<file path="config.mk">
export PLATFORM = sky130hd
export DESIGN_NAME = cpu_exception_sequencer
export DESIGN_NICKNAME = d
export VERILOG_FILES = /design/src/shared/cpu_exception_sequencer_pkg.sv /design/src/verilog/cpu_exception_sequencer.sv
export VERILOG_INCLUDE_DIRS = /design/src /design/src/shared
export SDC_FILE = /design/constraint.sdc
export NUM_CORES = 1
export LEC_CHECK = 0
export BUFFER_PORTS_ARGS = -buffer_cell sky130_fd_sc_hd__buf_2
export CAP_MARGIN = 10
export CELL_PAD_IN_SITES_DETAIL_PLACEMENT = 0
export CELL_PAD_IN_SITES_GLOBAL_PLACEMENT = 1
export CORE_MARGIN = 1
export CORE_UTILIZATION = 42
export CTS_BUF_LIST = sky130_fd_sc_hd__clkbuf_2
export DETAILED_ROUTE_END_ITERATION = 16
export PLACE_DENSITY_LB_ADDON = 0.3
export RECOVER_POWER = 25
export SYNTH_ARGS = -nofsm -noshare
export SYNTH_HDL_FRONTEND = slang
export SYNTH_SLANG_ARGS = --single-unit
</file>
<file path="constraint.sdc">
create_clock -name clk_i -period 16.4 [get_ports clk_i]
set_input_delay 1.64 -clock clk_i [delete_from_list [all_inputs] [get_ports clk_i]]
set_output_delay 1.64 -clock clk_i [all_outputs]
set_load 0.05 [all_outputs]
</file>
<file path="src/shared/cpu_exception_sequencer_map.svh">
// offsets, vectors, field positions and reset values of the exception sequencer
`ifndef CPU_EXCEPTION_SEQUENCER_MAP_SVH
`define CPU_EXCEPTION_SEQUENCER_MAP_SVH

`define REG_TBP_OFF        8'h00
`define REG_EXT_LEVEL_OFF  8'h04
`define REG_STATE_OFF      8'h08
`define REG_CTRL_OFF       8'h0C

`define TBP_RESET          32'h0000_0000
`define EXT_LEVEL_RESET    32'h0000_0000
`define CTRL_RESET         32'h0000_0000

`define POR_PC_ADDR        32'h0000_0000
`define POR_SP_ADDR        32'h0000_0004
`define MAN_PC_ADDR        32'h0000_0008
`define MAN_SP_ADDR        32'h0000_000C

`define VEC_ILLEGAL_GEN    8'h04
`define VEC_ILLEGAL_SLOT   8'h06
`define VEC_CPU_ADDR_ERR   8'h09
`define VEC_DMA_ADDR_ERR   8'h0A
`define VEC_NMI            8'h0B
`define VEC_USER_BREAK     8'h0C
`define VEC_TRAP_BASE      3'h1
`define VEC_EXT_BASE       5'h08
`define VEC_MODULE_FIRST   8'h48

`define MASK_LSB           4
`define MASK_ALL_SET       4'hF
`define NMI_LEVEL          4'hF
`define STACK_STEP         32'h0000_0004
`define STACK_STEP2        32'h0000_0008
`endif

</file>
<file path="src/shared/cpu_exception_sequencer_pkg.sv">
// types shared by the exception sequencer and its neighbours
package cpu_exception_sequencer_pkg;

  typedef enum logic [2:0] {
    ST_IDLE    = 3'b000,
    ST_HOLD    = 3'b001,
    ST_RD_PC   = 3'b010,
    ST_RD_SP   = 3'b011,
    ST_PUSH_SR = 3'b100,
    ST_PUSH_PC = 3'b101,
    ST_RD_VEC  = 3'b110
  } seq_state_t;

  typedef enum logic [1:0] {
    KIND_RESET = 2'b00,
    KIND_ADDR  = 2'b01,
    KIND_INTR  = 2'b10,
    KIND_INSN  = 2'b11
  } exc_kind_t;

  typedef struct packed {
    logic       valid;
    logic       undef;
    logic       in_slot;
    logic       pc_write;
    logic       trap;
    logic [7:0] trap_imm;
  } dec_t;

  typedef struct packed {
    logic        req;
    logic        we;
    logic [31:0] addr;
    logic [31:0] wdata;
  } mem_req_t;

  typedef struct packed {
    logic [31:0] pc;
    logic [31:0] sp;
    logic [31:0] sr;
  } core_regs_t;

endpackage

</file>
<file path="src/verilog/cpu_exception_sequencer.sv">
// exception detection, arbitration and vector sequencing for the core
//
// Local design decisions: the address map and the Wishbone register port.
`timescale 1ns/1ns
`include "cpu_exception_sequencer_map.svh"

module cpu_exception_sequencer
  import cpu_exception_sequencer_pkg::*;
#(
  parameter logic [3:0] UBC_LEVEL = 4'hF
) (
  input  logic        clk_i,
  input  logic        rst_i,
  input  logic [31:0] adr_i,
  input  logic [31:0] dat_i,
  output logic [31:0] dat_o,
  input  logic        we_i,
  input  logic [3:0]  sel_i,
  input  logic        cyc_i,
  input  logic        stb_i,
  output logic        ack_o,
  input  logic        chip_clear_pin_n_i,
  input  logic        nmi_pin_i,
  input  logic [7:0]  external_request_line_i,
  input  logic        nmi_req_i,
  input  logic        ubc_req_i,
  input  logic        mod_req_i,
  input  logic [7:0]  mod_vector_i,
  input  logic [3:0]  mod_level_i,
  input  logic        cpu_addr_err_i,
  input  logic        dma_addr_err_i,
  input  dec_t        dec_i,
  input  logic        exec_done_i,
  input  logic        bus_busy_i,
  input  core_regs_t  core_i,
  output mem_req_t    mem_o,
  input  logic        mem_ack_i,
  input  logic [31:0] mem_rdata_i,
  output logic        exc_active_o,
  output logic        intr_ack_o,
  output logic [7:0]  intr_vector_o,
  output logic        pc_load_o,
  output logic        sp_load_o,
  output logic        sr_load_o,
  output core_regs_t  core_o
);

  // pin synchronisers: three stages, a change counts when stages two and three agree
  logic [2:0]  clr_sync_q;
  logic [2:0]  nmi_sync_q;
  logic [7:0]  ext_s1_q;
  logic [7:0]  ext_s2_q;
  logic [7:0]  ext_s3_q;
  logic        clr_level_q;
  logic        nmi_level_q;
  logic [7:0]  ext_level_q;

  always_ff @(posedge clk_i) begin
    if (rst_i) begin
      clr_sync_q <= 3'h7;
      nmi_sync_q <= 3'h7;
      ext_s1_q   <= 8'h00;
      ext_s2_q   <= 8'h00;
      ext_s3_q   <= 8'h00;
    end else begin
      clr_sync_q <= {clr_sync_q[1:0], chip_clear_pin_n_i};
      nmi_sync_q <= {nmi_sync_q[1:0], nmi_pin_i};
      ext_s1_q   <= external_request_line_i;
      ext_s2_q   <= ext_s1_q;
      ext_s3_q   <= ext_s2_q;
    end
  end

  wire clr_agree = clr_sync_q[1] == clr_sync_q[2];
  wire nmi_agree = nmi_sync_q[1] == nmi_sync_q[2];
  wire [7:0] ext_agree = ~(ext_s2_q ^ ext_s3_q);

  always_ff @(posedge clk_i) begin
    if (rst_i) begin
      clr_level_q <= 1'b1;
      nmi_level_q <= 1'b1;
      ext_level_q <= 8'h00;
    end else begin
      clr_level_q <= clr_agree ? clr_sync_q[2] : clr_level_q;
      nmi_level_q <= nmi_agree ? nmi_sync_q[2] : nmi_level_q;
      ext_level_q <= (ext_agree & ext_s3_q) | (~ext_agree & ext_level_q);
    end
  end

  wire clr_low  = clr_agree & ~clr_sync_q[2];
  wire clr_rise = clr_agree & clr_sync_q[2] & ~clr_level_q;

  // software registers
  logic [31:0] tbp_q;
  logic [31:0] ext_lvl_q;
  logic [31:0] ctrl_q;
  logic        ack_q;
  logic [31:0] rdat_q;

  wire        bus_req   = cyc_i & stb_i & ~ack_q;
  wire [7:0]  bus_off   = adr_i[7:0];
  wire        hit_tbp   = bus_off == `REG_TBP_OFF;
  wire        hit_lvl   = bus_off == `REG_EXT_LEVEL_OFF;
  wire        hit_state = bus_off == `REG_STATE_OFF;
  wire        hit_ctrl  = bus_off == `REG_CTRL_OFF;
  // a write lands at the edge where the master samples ack, not when it is first seen
  wire        bus_wr    = cyc_i & stb_i & ack_q & we_i;
  wire [31:0] sel_mask  = {{8{sel_i[3]}}, {8{sel_i[2]}}, {8{sel_i[1]}}, {8{sel_i[0]}}};

  // sequencer state
  seq_state_t  state_q;
  exc_kind_t   kind_q;
  logic        rst_pend_q;
  logic        rst_manual_q;
  logic        cpu_ae_q;
  logic        dma_ae_q;
  logic [7:0]  vec_q;
  logic [3:0]  lvl_q;
  logic [31:0] sp_base_q;
  logic [31:0] pc_snap_q;
  logic [31:0] sr_snap_q;
  logic [31:0] new_pc_q;
  mem_req_t    mem_q;
  logic        pc_load_q;
  logic        sp_load_q;
  logic        sr_load_q;
  core_regs_t  core_q;
  logic        intr_ack_q;
  logic [7:0]  intr_vec_q;

  wire [31:0] state_word = {8'h00, vec_q, lvl_q, 3'h0, rst_manual_q,
                            kind_q, dma_ae_q, cpu_ae_q, 1'b0, state_q};

  always_ff @(posedge clk_i) begin
    if (rst_i) begin
      ack_q  <= 1'b0;
      rdat_q <= 32'h0000_0000;
    end else begin
      ack_q  <= bus_req;
      rdat_q <= hit_tbp   ? tbp_q :
                hit_lvl   ? ext_lvl_q :
                hit_state ? state_word :
                hit_ctrl  ? ctrl_q : 32'h0000_0000;
    end
  end

  assign ack_o = ack_q;
  assign dat_o = rdat_q;

  // interrupt selection: nmi, then user break, then highest level request
  wire [3:0] cur_mask = core_i.sr[`MASK_LSB +: 4];
  logic       ext_hit;
  logic [2:0] ext_idx;
  logic [3:0] ext_lvl;

  always_comb begin
    ext_hit = 1'b0;
    ext_idx = 3'h0;
    ext_lvl = 4'h0;
    for (int i = 0; i < 8; i++) begin
      if (ext_level_q[i] && ext_lvl_q[4*i +: 4] > cur_mask &&
          (!ext_hit || ext_lvl_q[4*i +: 4] > ext_lvl)) begin
        ext_hit = 1'b1;
        ext_idx = 3'(i);
        ext_lvl = ext_lvl_q[4*i +: 4];
      end
    end
  end

  wire mod_ok  = mod_req_i & (mod_level_i > cur_mask) & (mod_vector_i >= `VEC_MODULE_FIRST);
  wire ubc_ok  = ubc_req_i & (UBC_LEVEL > cur_mask);
  // module beats a line only on a strictly higher level
  wire mod_win = mod_ok & (!ext_hit || mod_level_i > ext_lvl);
  wire intr_ok = nmi_req_i | ubc_ok | ext_hit | mod_ok;
  wire [7:0] intr_vec = nmi_req_i ? `VEC_NMI :
                        ubc_ok    ? `VEC_USER_BREAK :
                        mod_win   ? mod_vector_i : {`VEC_EXT_BASE, ext_idx};
  wire [3:0] intr_lvl = nmi_req_i ? `NMI_LEVEL :
                        ubc_ok    ? UBC_LEVEL :
                        mod_win   ? mod_level_i : ext_lvl;

  wire ill_gen  = dec_i.valid & dec_i.undef & ~dec_i.in_slot;
  wire ill_slot = dec_i.valid & dec_i.in_slot & (dec_i.undef | dec_i.pc_write);
  wire trap_now = dec_i.valid & dec_i.trap & ~dec_i.in_slot;
  // trap vector range; reserved never issued
  wire [7:0] trap_vec = {`VEC_TRAP_BASE, dec_i.trap_imm[4:0]};
  wire [7:0] insn_vec = ill_slot ? `VEC_ILLEGAL_SLOT :
                        ill_gen  ? `VEC_ILLEGAL_GEN : trap_vec;
  wire insn_ok = ill_slot | ill_gen | trap_now;

  // manual reset deferred behind bus cycle
  wire rst_go  = rst_pend_q & ~(rst_manual_q & bus_busy_i);
  wire ae_go   = exec_done_i & (cpu_ae_q | dma_ae_q);
  wire intr_go = exec_done_i & intr_ok;

  wire take_rst  = (state_q == ST_IDLE) & rst_go;
  wire take_ae   = (state_q == ST_IDLE) & ~rst_pend_q & ae_go;
  wire take_intr = (state_q == ST_IDLE) & ~rst_pend_q & ~ae_go & intr_go;
  wire take_insn = (state_q == ST_IDLE) & ~rst_pend_q & ~ae_go & ~intr_go & insn_ok;

  wire [7:0]  ae_vec   = cpu_ae_q ? `VEC_CPU_ADDR_ERR : `VEC_DMA_ADDR_ERR;
  wire [31:0] vec_addr = tbp_q + {22'h000000, vec_q, 2'b00};
  wire        mem_done = mem_q.req & mem_ack_i;
  // mask kept unless interrupt; level into mask
  wire [3:0]  new_mask = (kind_q == KIND_INTR) ? lvl_q : sr_snap_q[`MASK_LSB +: 4];
  wire [31:0] sr_out   = (sr_snap_q & ~(32'h0000_000F << `MASK_LSB)) |
                         ({28'h0000000, new_mask} << `MASK_LSB);

  always_ff @(posedge clk_i) begin
    if (rst_i) begin
      tbp_q     <= `TBP_RESET;
      ext_lvl_q <= `EXT_LEVEL_RESET;
      ctrl_q    <= `CTRL_RESET;
    end else begin
      if (bus_wr) begin
        tbp_q     <= hit_tbp ? (tbp_q & ~sel_mask) | (dat_i & sel_mask) : tbp_q;
        ext_lvl_q <= hit_lvl ? (ext_lvl_q & ~sel_mask) | (dat_i & sel_mask) : ext_lvl_q;
        ctrl_q    <= hit_ctrl ? (ctrl_q & ~sel_mask) | (dat_i & sel_mask) : ctrl_q;
      end
      if (state_q == ST_RD_SP && mem_done && !clr_low) begin
        tbp_q <= 32'h0000_0000;
      end
    end
  end

  // address error flags: a new error wins over the clear by acceptance
  always_ff @(posedge clk_i) begin
    if (rst_i || clr_low) begin
      cpu_ae_q <= 1'b0;
      dma_ae_q <= 1'b0;
    end else begin
      cpu_ae_q <= cpu_addr_err_i | (cpu_ae_q & ~take_ae);
      dma_ae_q <= dma_addr_err_i | (dma_ae_q & ~(take_ae & ~cpu_ae_q));
    end
  end

  // reset request: rst_i itself behaves as a power-on reset
  always_ff @(posedge clk_i) begin
    if (rst_i) begin
      rst_pend_q   <= 1'b1;
      rst_manual_q <= 1'b0;
    end else if (clr_rise) begin
      // power-on on high; manual on low
      rst_pend_q   <= 1'b1;
      rst_manual_q <= ~nmi_level_q;
    end else if (take_rst) begin
      rst_pend_q   <= 1'b0;
    end
  end

  always_ff @(posedge clk_i) begin
    if (rst_i) begin
      state_q    <= ST_IDLE;
      kind_q     <= KIND_RESET;
      vec_q      <= 8'h00;
      lvl_q      <= 4'h0;
      sp_base_q  <= 32'h0000_0000;
      pc_snap_q  <= 32'h0000_0000;
      sr_snap_q  <= 32'h0000_0000;
      new_pc_q   <= 32'h0000_0000;
      mem_q      <= '0;
      pc_load_q  <= 1'b0;
      sp_load_q  <= 1'b0;
      sr_load_q  <= 1'b0;
      core_q     <= '0;
      intr_ack_q <= 1'b0;
      intr_vec_q <= 8'h00;
    end else begin
      pc_load_q  <= 1'b0;
      sp_load_q  <= 1'b0;
      sr_load_q  <= 1'b0;
      intr_ack_q <= 1'b0;
      case (state_q)
        ST_IDLE: begin
          if (clr_low) begin
            state_q <= ST_HOLD;
          end else if (take_rst) begin
            kind_q  <= KIND_RESET;
            state_q <= ST_RD_PC;
            sr_snap_q <= core_i.sr;
            // power-on pc; manual pc; no base
            mem_q   <= '{req: 1'b1, we: 1'b0, wdata: 32'h0000_0000,
                         addr: rst_manual_q ? `MAN_PC_ADDR : `POR_PC_ADDR};
          end else if (take_ae || take_intr || take_insn) begin
            kind_q    <= take_ae ? KIND_ADDR : take_intr ? KIND_INTR : KIND_INSN;
            vec_q     <= take_ae ? ae_vec : take_intr ? intr_vec : insn_vec;
            lvl_q     <= intr_lvl;
            sp_base_q <= core_i.sp;
            pc_snap_q <= core_i.pc;
            sr_snap_q <= core_i.sr;
            intr_ack_q <= take_intr;
            intr_vec_q <= intr_vec;
            state_q   <= ST_PUSH_SR;
            mem_q     <= '{req: 1'b1, we: 1'b1, addr: core_i.sp - `STACK_STEP,
                           wdata: core_i.sr};
          end
        end
        ST_HOLD: begin
          // chip clear held low: nothing runs until its rising edge
          mem_q <= '0;
          if (!clr_low) begin
            state_q <= ST_IDLE;
          end
        end
        ST_RD_PC: begin
          if (clr_low) begin
            state_q <= ST_HOLD;
          end else if (mem_done) begin
            new_pc_q <= mem_rdata_i;
            state_q  <= ST_RD_SP;
            mem_q    <= '{req: 1'b1, we: 1'b0, wdata: 32'h0000_0000,
                          addr: rst_manual_q ? `MAN_SP_ADDR : `POR_SP_ADDR};
          end
        end
        ST_RD_SP: begin
          if (clr_low) begin
            state_q <= ST_HOLD;
          end else if (mem_done) begin
            // mask to 1111 and start at loaded pc
            core_q.pc <= new_pc_q;
            core_q.sp <= mem_rdata_i;
            core_q.sr <= sr_snap_q | ({28'h0000000, `MASK_ALL_SET} << `MASK_LSB);
            pc_load_q <= 1'b1;
            sp_load_q <= 1'b1;
            sr_load_q <= 1'b1;
            mem_q     <= '0;
            state_q   <= ST_IDLE;
          end
        end
        ST_PUSH_SR: begin
          if (clr_low) begin
            state_q <= ST_HOLD;
          end else if (mem_done) begin
            mem_q   <= '{req: 1'b1, we: 1'b1, addr: sp_base_q - `STACK_STEP2,
                         wdata: pc_snap_q};
            state_q <= ST_PUSH_PC;
          end
        end
        ST_PUSH_PC: begin
          if (clr_low) begin
            state_q <= ST_HOLD;
          end else if (mem_done) begin
            mem_q   <= '{req: 1'b1, we: 1'b0, addr: vec_addr, wdata: 32'h0000_0000};
            state_q <= ST_RD_VEC;
          end
        end
        ST_RD_VEC: begin
          if (clr_low) begin
            state_q <= ST_HOLD;
          end else if (mem_done) begin
            core_q.pc <= mem_rdata_i;
            core_q.sp <= sp_base_q - `STACK_STEP2;
            core_q.sr <= sr_out;
            pc_load_q <= 1'b1;
            sp_load_q <= 1'b1;
            sr_load_q <= 1'b1;
            mem_q     <= '0;
            state_q   <= ST_IDLE;
          end
        end
        default: begin
          state_q <= ST_IDLE;
          mem_q   <= '0;
        end
      endcase
    end
  end

  // the pipeline stalls while a sequence, a pending reset or a held clear exists
  assign exc_active_o  = (state_q != ST_IDLE) | rst_pend_q | clr_low;
  assign mem_o         = mem_q;
  assign pc_load_o     = pc_load_q;
  assign sp_load_o     = sp_load_q;
  assign sr_load_o     = sr_load_q;
  assign core_o        = core_q;
  assign intr_ack_o    = intr_ack_q;
  assign intr_vector_o = intr_vec_q;

endmodule

</file>
== After elaboration in Yosys (flattened, before gate mapping) ==
Index checks and enable logic that the tools add are counted.

* Bits of input ports: 244
* Bits in registers: 490
* Logic and storage cells: 298
* Output and inout port bits: 208

* Eq/ne operators: 32
* Bitwise gates (word level): 75
* Reduce and logical (&&, ||, !) cells: 56
* $add $sub $neg: 3
* Muxes and demuxes: 78
* Order comparisons: 19

{| class="wikitable"
|+ Operators by type and width
! cell !! count
|-
| 66-bit two-way mux || 11
|-
| 96-bit two-way mux || 4
|-
| 66-bit one-hot mux with 5 select lines || 1
|-
| 32-bit two-way mux || 6
|-
| 96-bit one-hot mux with 2 select lines || 1
|-
| 32-bit bitwise AND || 4
|-
| 32-bit bitwise OR || 3
|-
| 4-bit > comparator || 17
|-
| 4-bit two-way mux || 14
|-
| 3-bit two-way mux || 18
|-
| 8-bit two-way mux || 5
|-
| 32-bit by 10-bit adder with 32-bit output || 1
|-
| 1-bit bitwise AND || 32
|-
| 32-bit inverter || 1
|-
| 32-bit by 8-bit bitwise OR with 32-bit output || 1
|-
| 32-bit by 3-bit subtractor with 32-bit output (second input constant) || 1
|-
| 32-bit by 4-bit subtractor with 32-bit output (second input constant) || 1
|-
| 2-bit inequality test (second input constant) || 13
|-
| 3-bit one-hot mux with 6 select lines || 1
|-
| 1-bit logical AND || 17
|-
| 1-bit inverter || 17
|-
| 8-bit bitwise AND || 2
|-
| 8-bit by 4-bit equality test with 1-bit output (second input constant) || 2
|-
| 8-bit inverter || 2
|-
| other kinds (34) || 88
|}

== Depth between registers and ports, before layout ==
* Depth in word-level cells: 42
* Mapped depth: 74
* Depth with buffers taken out: 70

== Least setup slack after synthesis ==
OpenSTA, ideal clock, no wires.

* Kind: input port to flip-flop
* Start point: input core_i[7] (netlist bit)
* End point: register vec_q[2]
* Path buffers: 3
* Stages: 73
* Required time: 16.285 ns
* Slack: 2.459 ns
* Data arrival time: 13.826 ns
* Library setup time: 0.115 ns
* Cell sequence: inv_1 -> ha_1 -> and4b_1 -> a211oi_2 -> nor2_1 -> nand2_1 -> ha_1 -> nor2b_1 -> o21ai_0 -> a32o_1 -> o211ai_1 -> and2_1 -> ha_1 -> nand2_1 -> o21bai_1 -> o2bb2ai_1 -> a21o_2 -> a31oi_1 -> [... 37 more ...] -> o21ai_0 -> nand2b_1 -> a21oi_1 -> a41o_1 -> a21bo_2 -> buf_2 -> mux2i_1 -> ha_1 -> nor2b_1 -> o21a_1 -> o21ai_0 -> nand2b_1 -> a22oi_1 -> or2_1 -> buf_6 -> and4b_1 -> o211ai_1 -> a31o_1

* Longest elaborated chain between the ends: 39
* Elaborated cells between the ends (all ways): 90
* Those cells by class: order compare (18); mux (26); bitwise (12); reduce/logical (34)

{| class="wikitable"
|+ RTL lines
! item !! line !! RTL
|-
| start, declared || cpu_exception_sequencer.sv:35 || <nowiki>input core_regs_t core_i,</nowiki>
|-
| 4-bit > comparator || cpu_exception_sequencer.sv:161 || <nowiki>if (ext_level_q[i] && ext_lvl_q[4*i +: 4] > cur_mask &&</nowiki>
|-
| 1-bit logical AND || cpu_exception_sequencer.sv:161 ||
|-
| 4-bit two-way mux or 1-bit two-way mux (tied branches) || cpu_exception_sequencer.sv:161 ||
|-
| 4-bit > comparator or 1-bit zero test (tied branches) || cpu_exception_sequencer.sv:162 || <nowiki>(!ext_hit || ext_lvl_q[4*i +: 4] > ext_lvl)) begin</nowiki>
|-
| 1-bit logical OR || cpu_exception_sequencer.sv:162 ||
|-
| 1-bit logical AND || cpu_exception_sequencer.sv:161 ||
|-
| 4-bit two-way mux or 1-bit two-way mux (tied branches) || cpu_exception_sequencer.sv:161 ||
|-
| 4-bit > comparator or 1-bit zero test (tied branches) || cpu_exception_sequencer.sv:162 ||
|-
| [... 23 more ...] || -- ||
|-
| 4-bit > comparator, or another cell as far along || cpu_exception_sequencer.sv:173 || <nowiki>wire mod_win = mod_ok & (!ext_hit || mod_level_i > ext_lvl);</nowiki>
|-
| 1-bit logical OR or 1-bit bitwise OR (tied branches) || cpu_exception_sequencer.sv:173, cpu_exception_sequencer.sv:174 ||
|-
| 1-bit bitwise AND, on equally long branches || cpu_exception_sequencer.sv:173, cpu_exception_sequencer.sv:194 ||
|-
| 8-bit two-way mux or 1-bit inverter (tied branches) || cpu_exception_sequencer.sv:177, cpu_exception_sequencer.sv:199 ||
|-
| 8-bit two-way mux or 1-bit bitwise AND (tied branches) || cpu_exception_sequencer.sv:176, cpu_exception_sequencer.sv:199 ||
|-
| 8-bit two-way mux or 1-bit bitwise AND (tied branches) || cpu_exception_sequencer.sv:175, cpu_exception_sequencer.sv:199 ||
|-
| 8-bit two-way mux or 1-bit logical OR (tied branches) || cpu_exception_sequencer.sv:286, cpu_exception_sequencer.sv:284 ||
|-
| 8-bit two-way mux or 4-bit AND reduction (tied branches) || -- ||
|-
| end signal, assigned || cpu_exception_sequencer.sv:286 || <nowiki>vec_q <= take_ae ? ae_vec : take_intr ? intr_vec : insn_vec;</nowiki>
|-
| end, declared || cpu_exception_sequencer.sv:117 || <nowiki>logic [7:0] vec_q;</nowiki>
|}

Parallel ways exist; a longest one is shown, timed or not.
A chain may end at the register's enable or synchronous reset.

== Worst setup path in the final report ==
* Start point: input core_i[7] (netlist bit)
* End point: register lvl_q[0]

* Longest elaborated chain between the ends: 39
* Elaborated cells between the ends (all ways): 83
* Those cells by class: order compare (18); mux (19); bitwise (12); reduce/logical (34)

{| class="wikitable"
|+ RTL lines
! item !! line !! RTL
|-
| parallel branches: the longest is 39 deep, another holds 4-bit > comparator || -- ||
|-
| end signal, assigned || cpu_exception_sequencer.sv:287 || <nowiki>lvl_q <= intr_lvl;</nowiki>
|-
| end, declared || cpu_exception_sequencer.sv:118 || <nowiki>logic [3:0] lvl_q;</nowiki>
|}

Several ways; the timed one is not identified.

==> run summary <==
status: finished, violations left
failing checks: max-capacitance violations, max-slew violations
WL/cell: 20.3 microns
Worst R2R Setup Slack: 1720 ps
Ys Warns: 0
commonest cells in the netlist: dfxtp_1 (490), nand2_1 (443), nor2_1 (326), a21oi_1 (279), clkbuf_1 (144)
Post-Synth Simple-Gate Area: 0.215
Max rail drop VDD: 0.137 mV
crit path max-delay cell type: o21ai_1
nets@finish: 3,494
Post-synth EDFFs: 0
initial antenna violation count: 9
Hold WC Path Type: reg2reg
largest family of logic cells by synthesized area: simple AND/OR/NAND/NOR gates
Critical Path Source: core_i[7]
Fin. Hold Viols: 0
Synth area leaders: dfxtp_1 (43%), nand2_1 (7.2%), a21oi_1 (6.1%)
gpl congestion: 0.913
M3 GR Usage: 0.0660
CP Launch Type: input pin
post-synthesis sequential area ratio: 0.425
Die Wd: 236 microns
share of layout cells above drive strength 1: 0.218
drt first pass iters: 5
Final ANT Viol Nets: 0
Final Non-Filler Cells: 3,968
Post-DP HPWL: 58,900 microns
postcts setup bufs: 0
fin crit share: 0.909
adder-cell share of the synthesized area: 0.0443
Leakage: 11.2 nW
first-pass GRT wire length: 123,000 microns
RSZ-0062 raised after global routing: false
Hold Buf Count CTS: 0
hold wc startpoint: nmi_sync_q[0]$_SDFF_PP1_
Slew Viols, Final: 181
Synth Flop Type: dfxtp_1
slew margin rel.: -1.83
Crit. End Element: flop
Sink Count: 490
Worst Path Required: 17,550 ps
met1 GRT Util: 0.363
mapped cell area: 23,100 sq um
Max Root-Sink Buffers: 3
Synth Area in Compound Gates: 0.184
pwr dens: 138 nW/um^2
critical path type: in2reg
Synthesized Nets: 3,097
FF+latch count, synth: 490
Placed Cells: 3,728
routing usage on met2: 0.453
grt total ovfl: 0
drt initial violations: 1,741
routed vias: 22.1k
area share of the largest cell type after synthesis: 0.425
Area Overhead vs Synth: 15.8%
WL final: 80,600 microns
vias in the first global route: 21.0k
fin util: 0.494
largest net degree at the start of global routing: 225
Total Power: 0.00368 W
DRC errors left: 0
clk slew on worst S/H paths: 100 ps
Rows: 85
root buffer selected by CTS: clkbuf_2
Post-synth ARST share: 0
Die ar.: 55,900 sq um
CP max FO: 10
Initial Utilization: 0.427
hold_ws: 335 ps
xor and xnor fraction of the mapped netlist area: 0.0289
CTS resizes: 0
Buffers on Ports: 424
I/O pins: 452
CTS HTree Levels: 4
Worst-Margin Slew: 4240 ps
Final setup viols: 0
mux contribution to synthesized area: 0.0585
top-count cell post-synth: dfxtp_1
Layout Skew: 110 ps
Synth cell types: 88
TNS Setup: 0 ps
cell taking the most area after synthesis: dfxtp_1
GRT Overall Usage: 0.282
Worst path max stage delay: 480 ps
Mapped Cells: 2,772
via-per-instance ratio: 5.56
Die Y: 236 microns
CTS tree: done
cts bufs inserted: 135
clock latency on the worst-skew pair: 1310 ps
Core Footprint: 54,000 sq um
GRT busiest layer: met2
syn avg cell area: 8.32 sq um
fmax: 67.1 MHz
CP Data Arrival Time: 16,060 ps
min Tclk post-route: 14,910 ps
MaxCap Viol Count: 3
cell type report:
type | instances | area (sq um)
diodes | 13 | 32.5
well taps | 696 | 871
fillers | 5414 | 27300
flip-flops and latches | 490 | 9810
clock buffers | 189 | 946
multi-input cells | 2046 | 12300
inverters | 46 | 173
repair buffers | 450 | 2310
clock inverters | 38 | 270
kinds of logic after synthesis:
kind of cell / Yosys count
DFF: 490
xor gates and xnor gates: 76
and+or+nand+nor: 1107
AOI/OAI and AO/OA: 649
adders and majority gates: 81
muxes: 133
buffers and inverters: 236
power by group:
part	internal [W]	total, W	switching (W)
Sequential	0.00133	0.00143	0.000102
Combinational	0.000421	0.00135	0.000931
Clock	0.000360	0.000892	0.000532
path summary, 6_finish.rpt:
kind                            cells after the start                        to
worst max-delay path                               72     lvl_q[0]$_SDFFE_PP0P_
worst min-delay path                                1  nmi_sync_q[1]$_SDFF_PP1_
worst max register to register                     69     lvl_q[0]$_SDFFE_PP0P_
worst min register to register                      1  nmi_sync_q[1]$_SDFF_PP1_
through the flow:
step                instance area [sq um]  setup WS (ps)
finish                              26700           1490
global route                        26700            471
CTS                                 26700           1870
detailed placement                  25500            561
global placement                    25500            737
floorplan                           23100           2460
worst max-delay path: cells and delay by family:
family                   cells  cell delay, ps
AO/OA/AOI/OAI               37            7650
AND/OR/NAND/NOR             17            2750
adder cells (fa/ha/maj)      9            2630
multiplexers                 2             590
buffers and inverters        7             740
cell usage in the layout (no fill, tap or decap), types with 24 or more instances in the layout:
master       n
inv_1       46
ha_1        80
nand3_1     81
a2111oi_0   32
a211oi_1    94
nor2b_1     47
nor2_1     323
xor2_1      34
buf_2      423
clkbuf_2   189
xnor2_1     42
a21oi_1    279
nand2_1    443
mux2i_1    127
o22ai_1     24
dfxtp_1    490
o21ai_0     40
o211ai_1    32
nor3_1      80
a221oi_1    33
per-layer routing:
metal  share of wire  vias up
met4           0.035        0
met5               0        -
met1            0.43    10467
li1                -    10677
met3           0.065      156
met2            0.47      759
No activity file was read; power rests on OpenSTA's default activity.
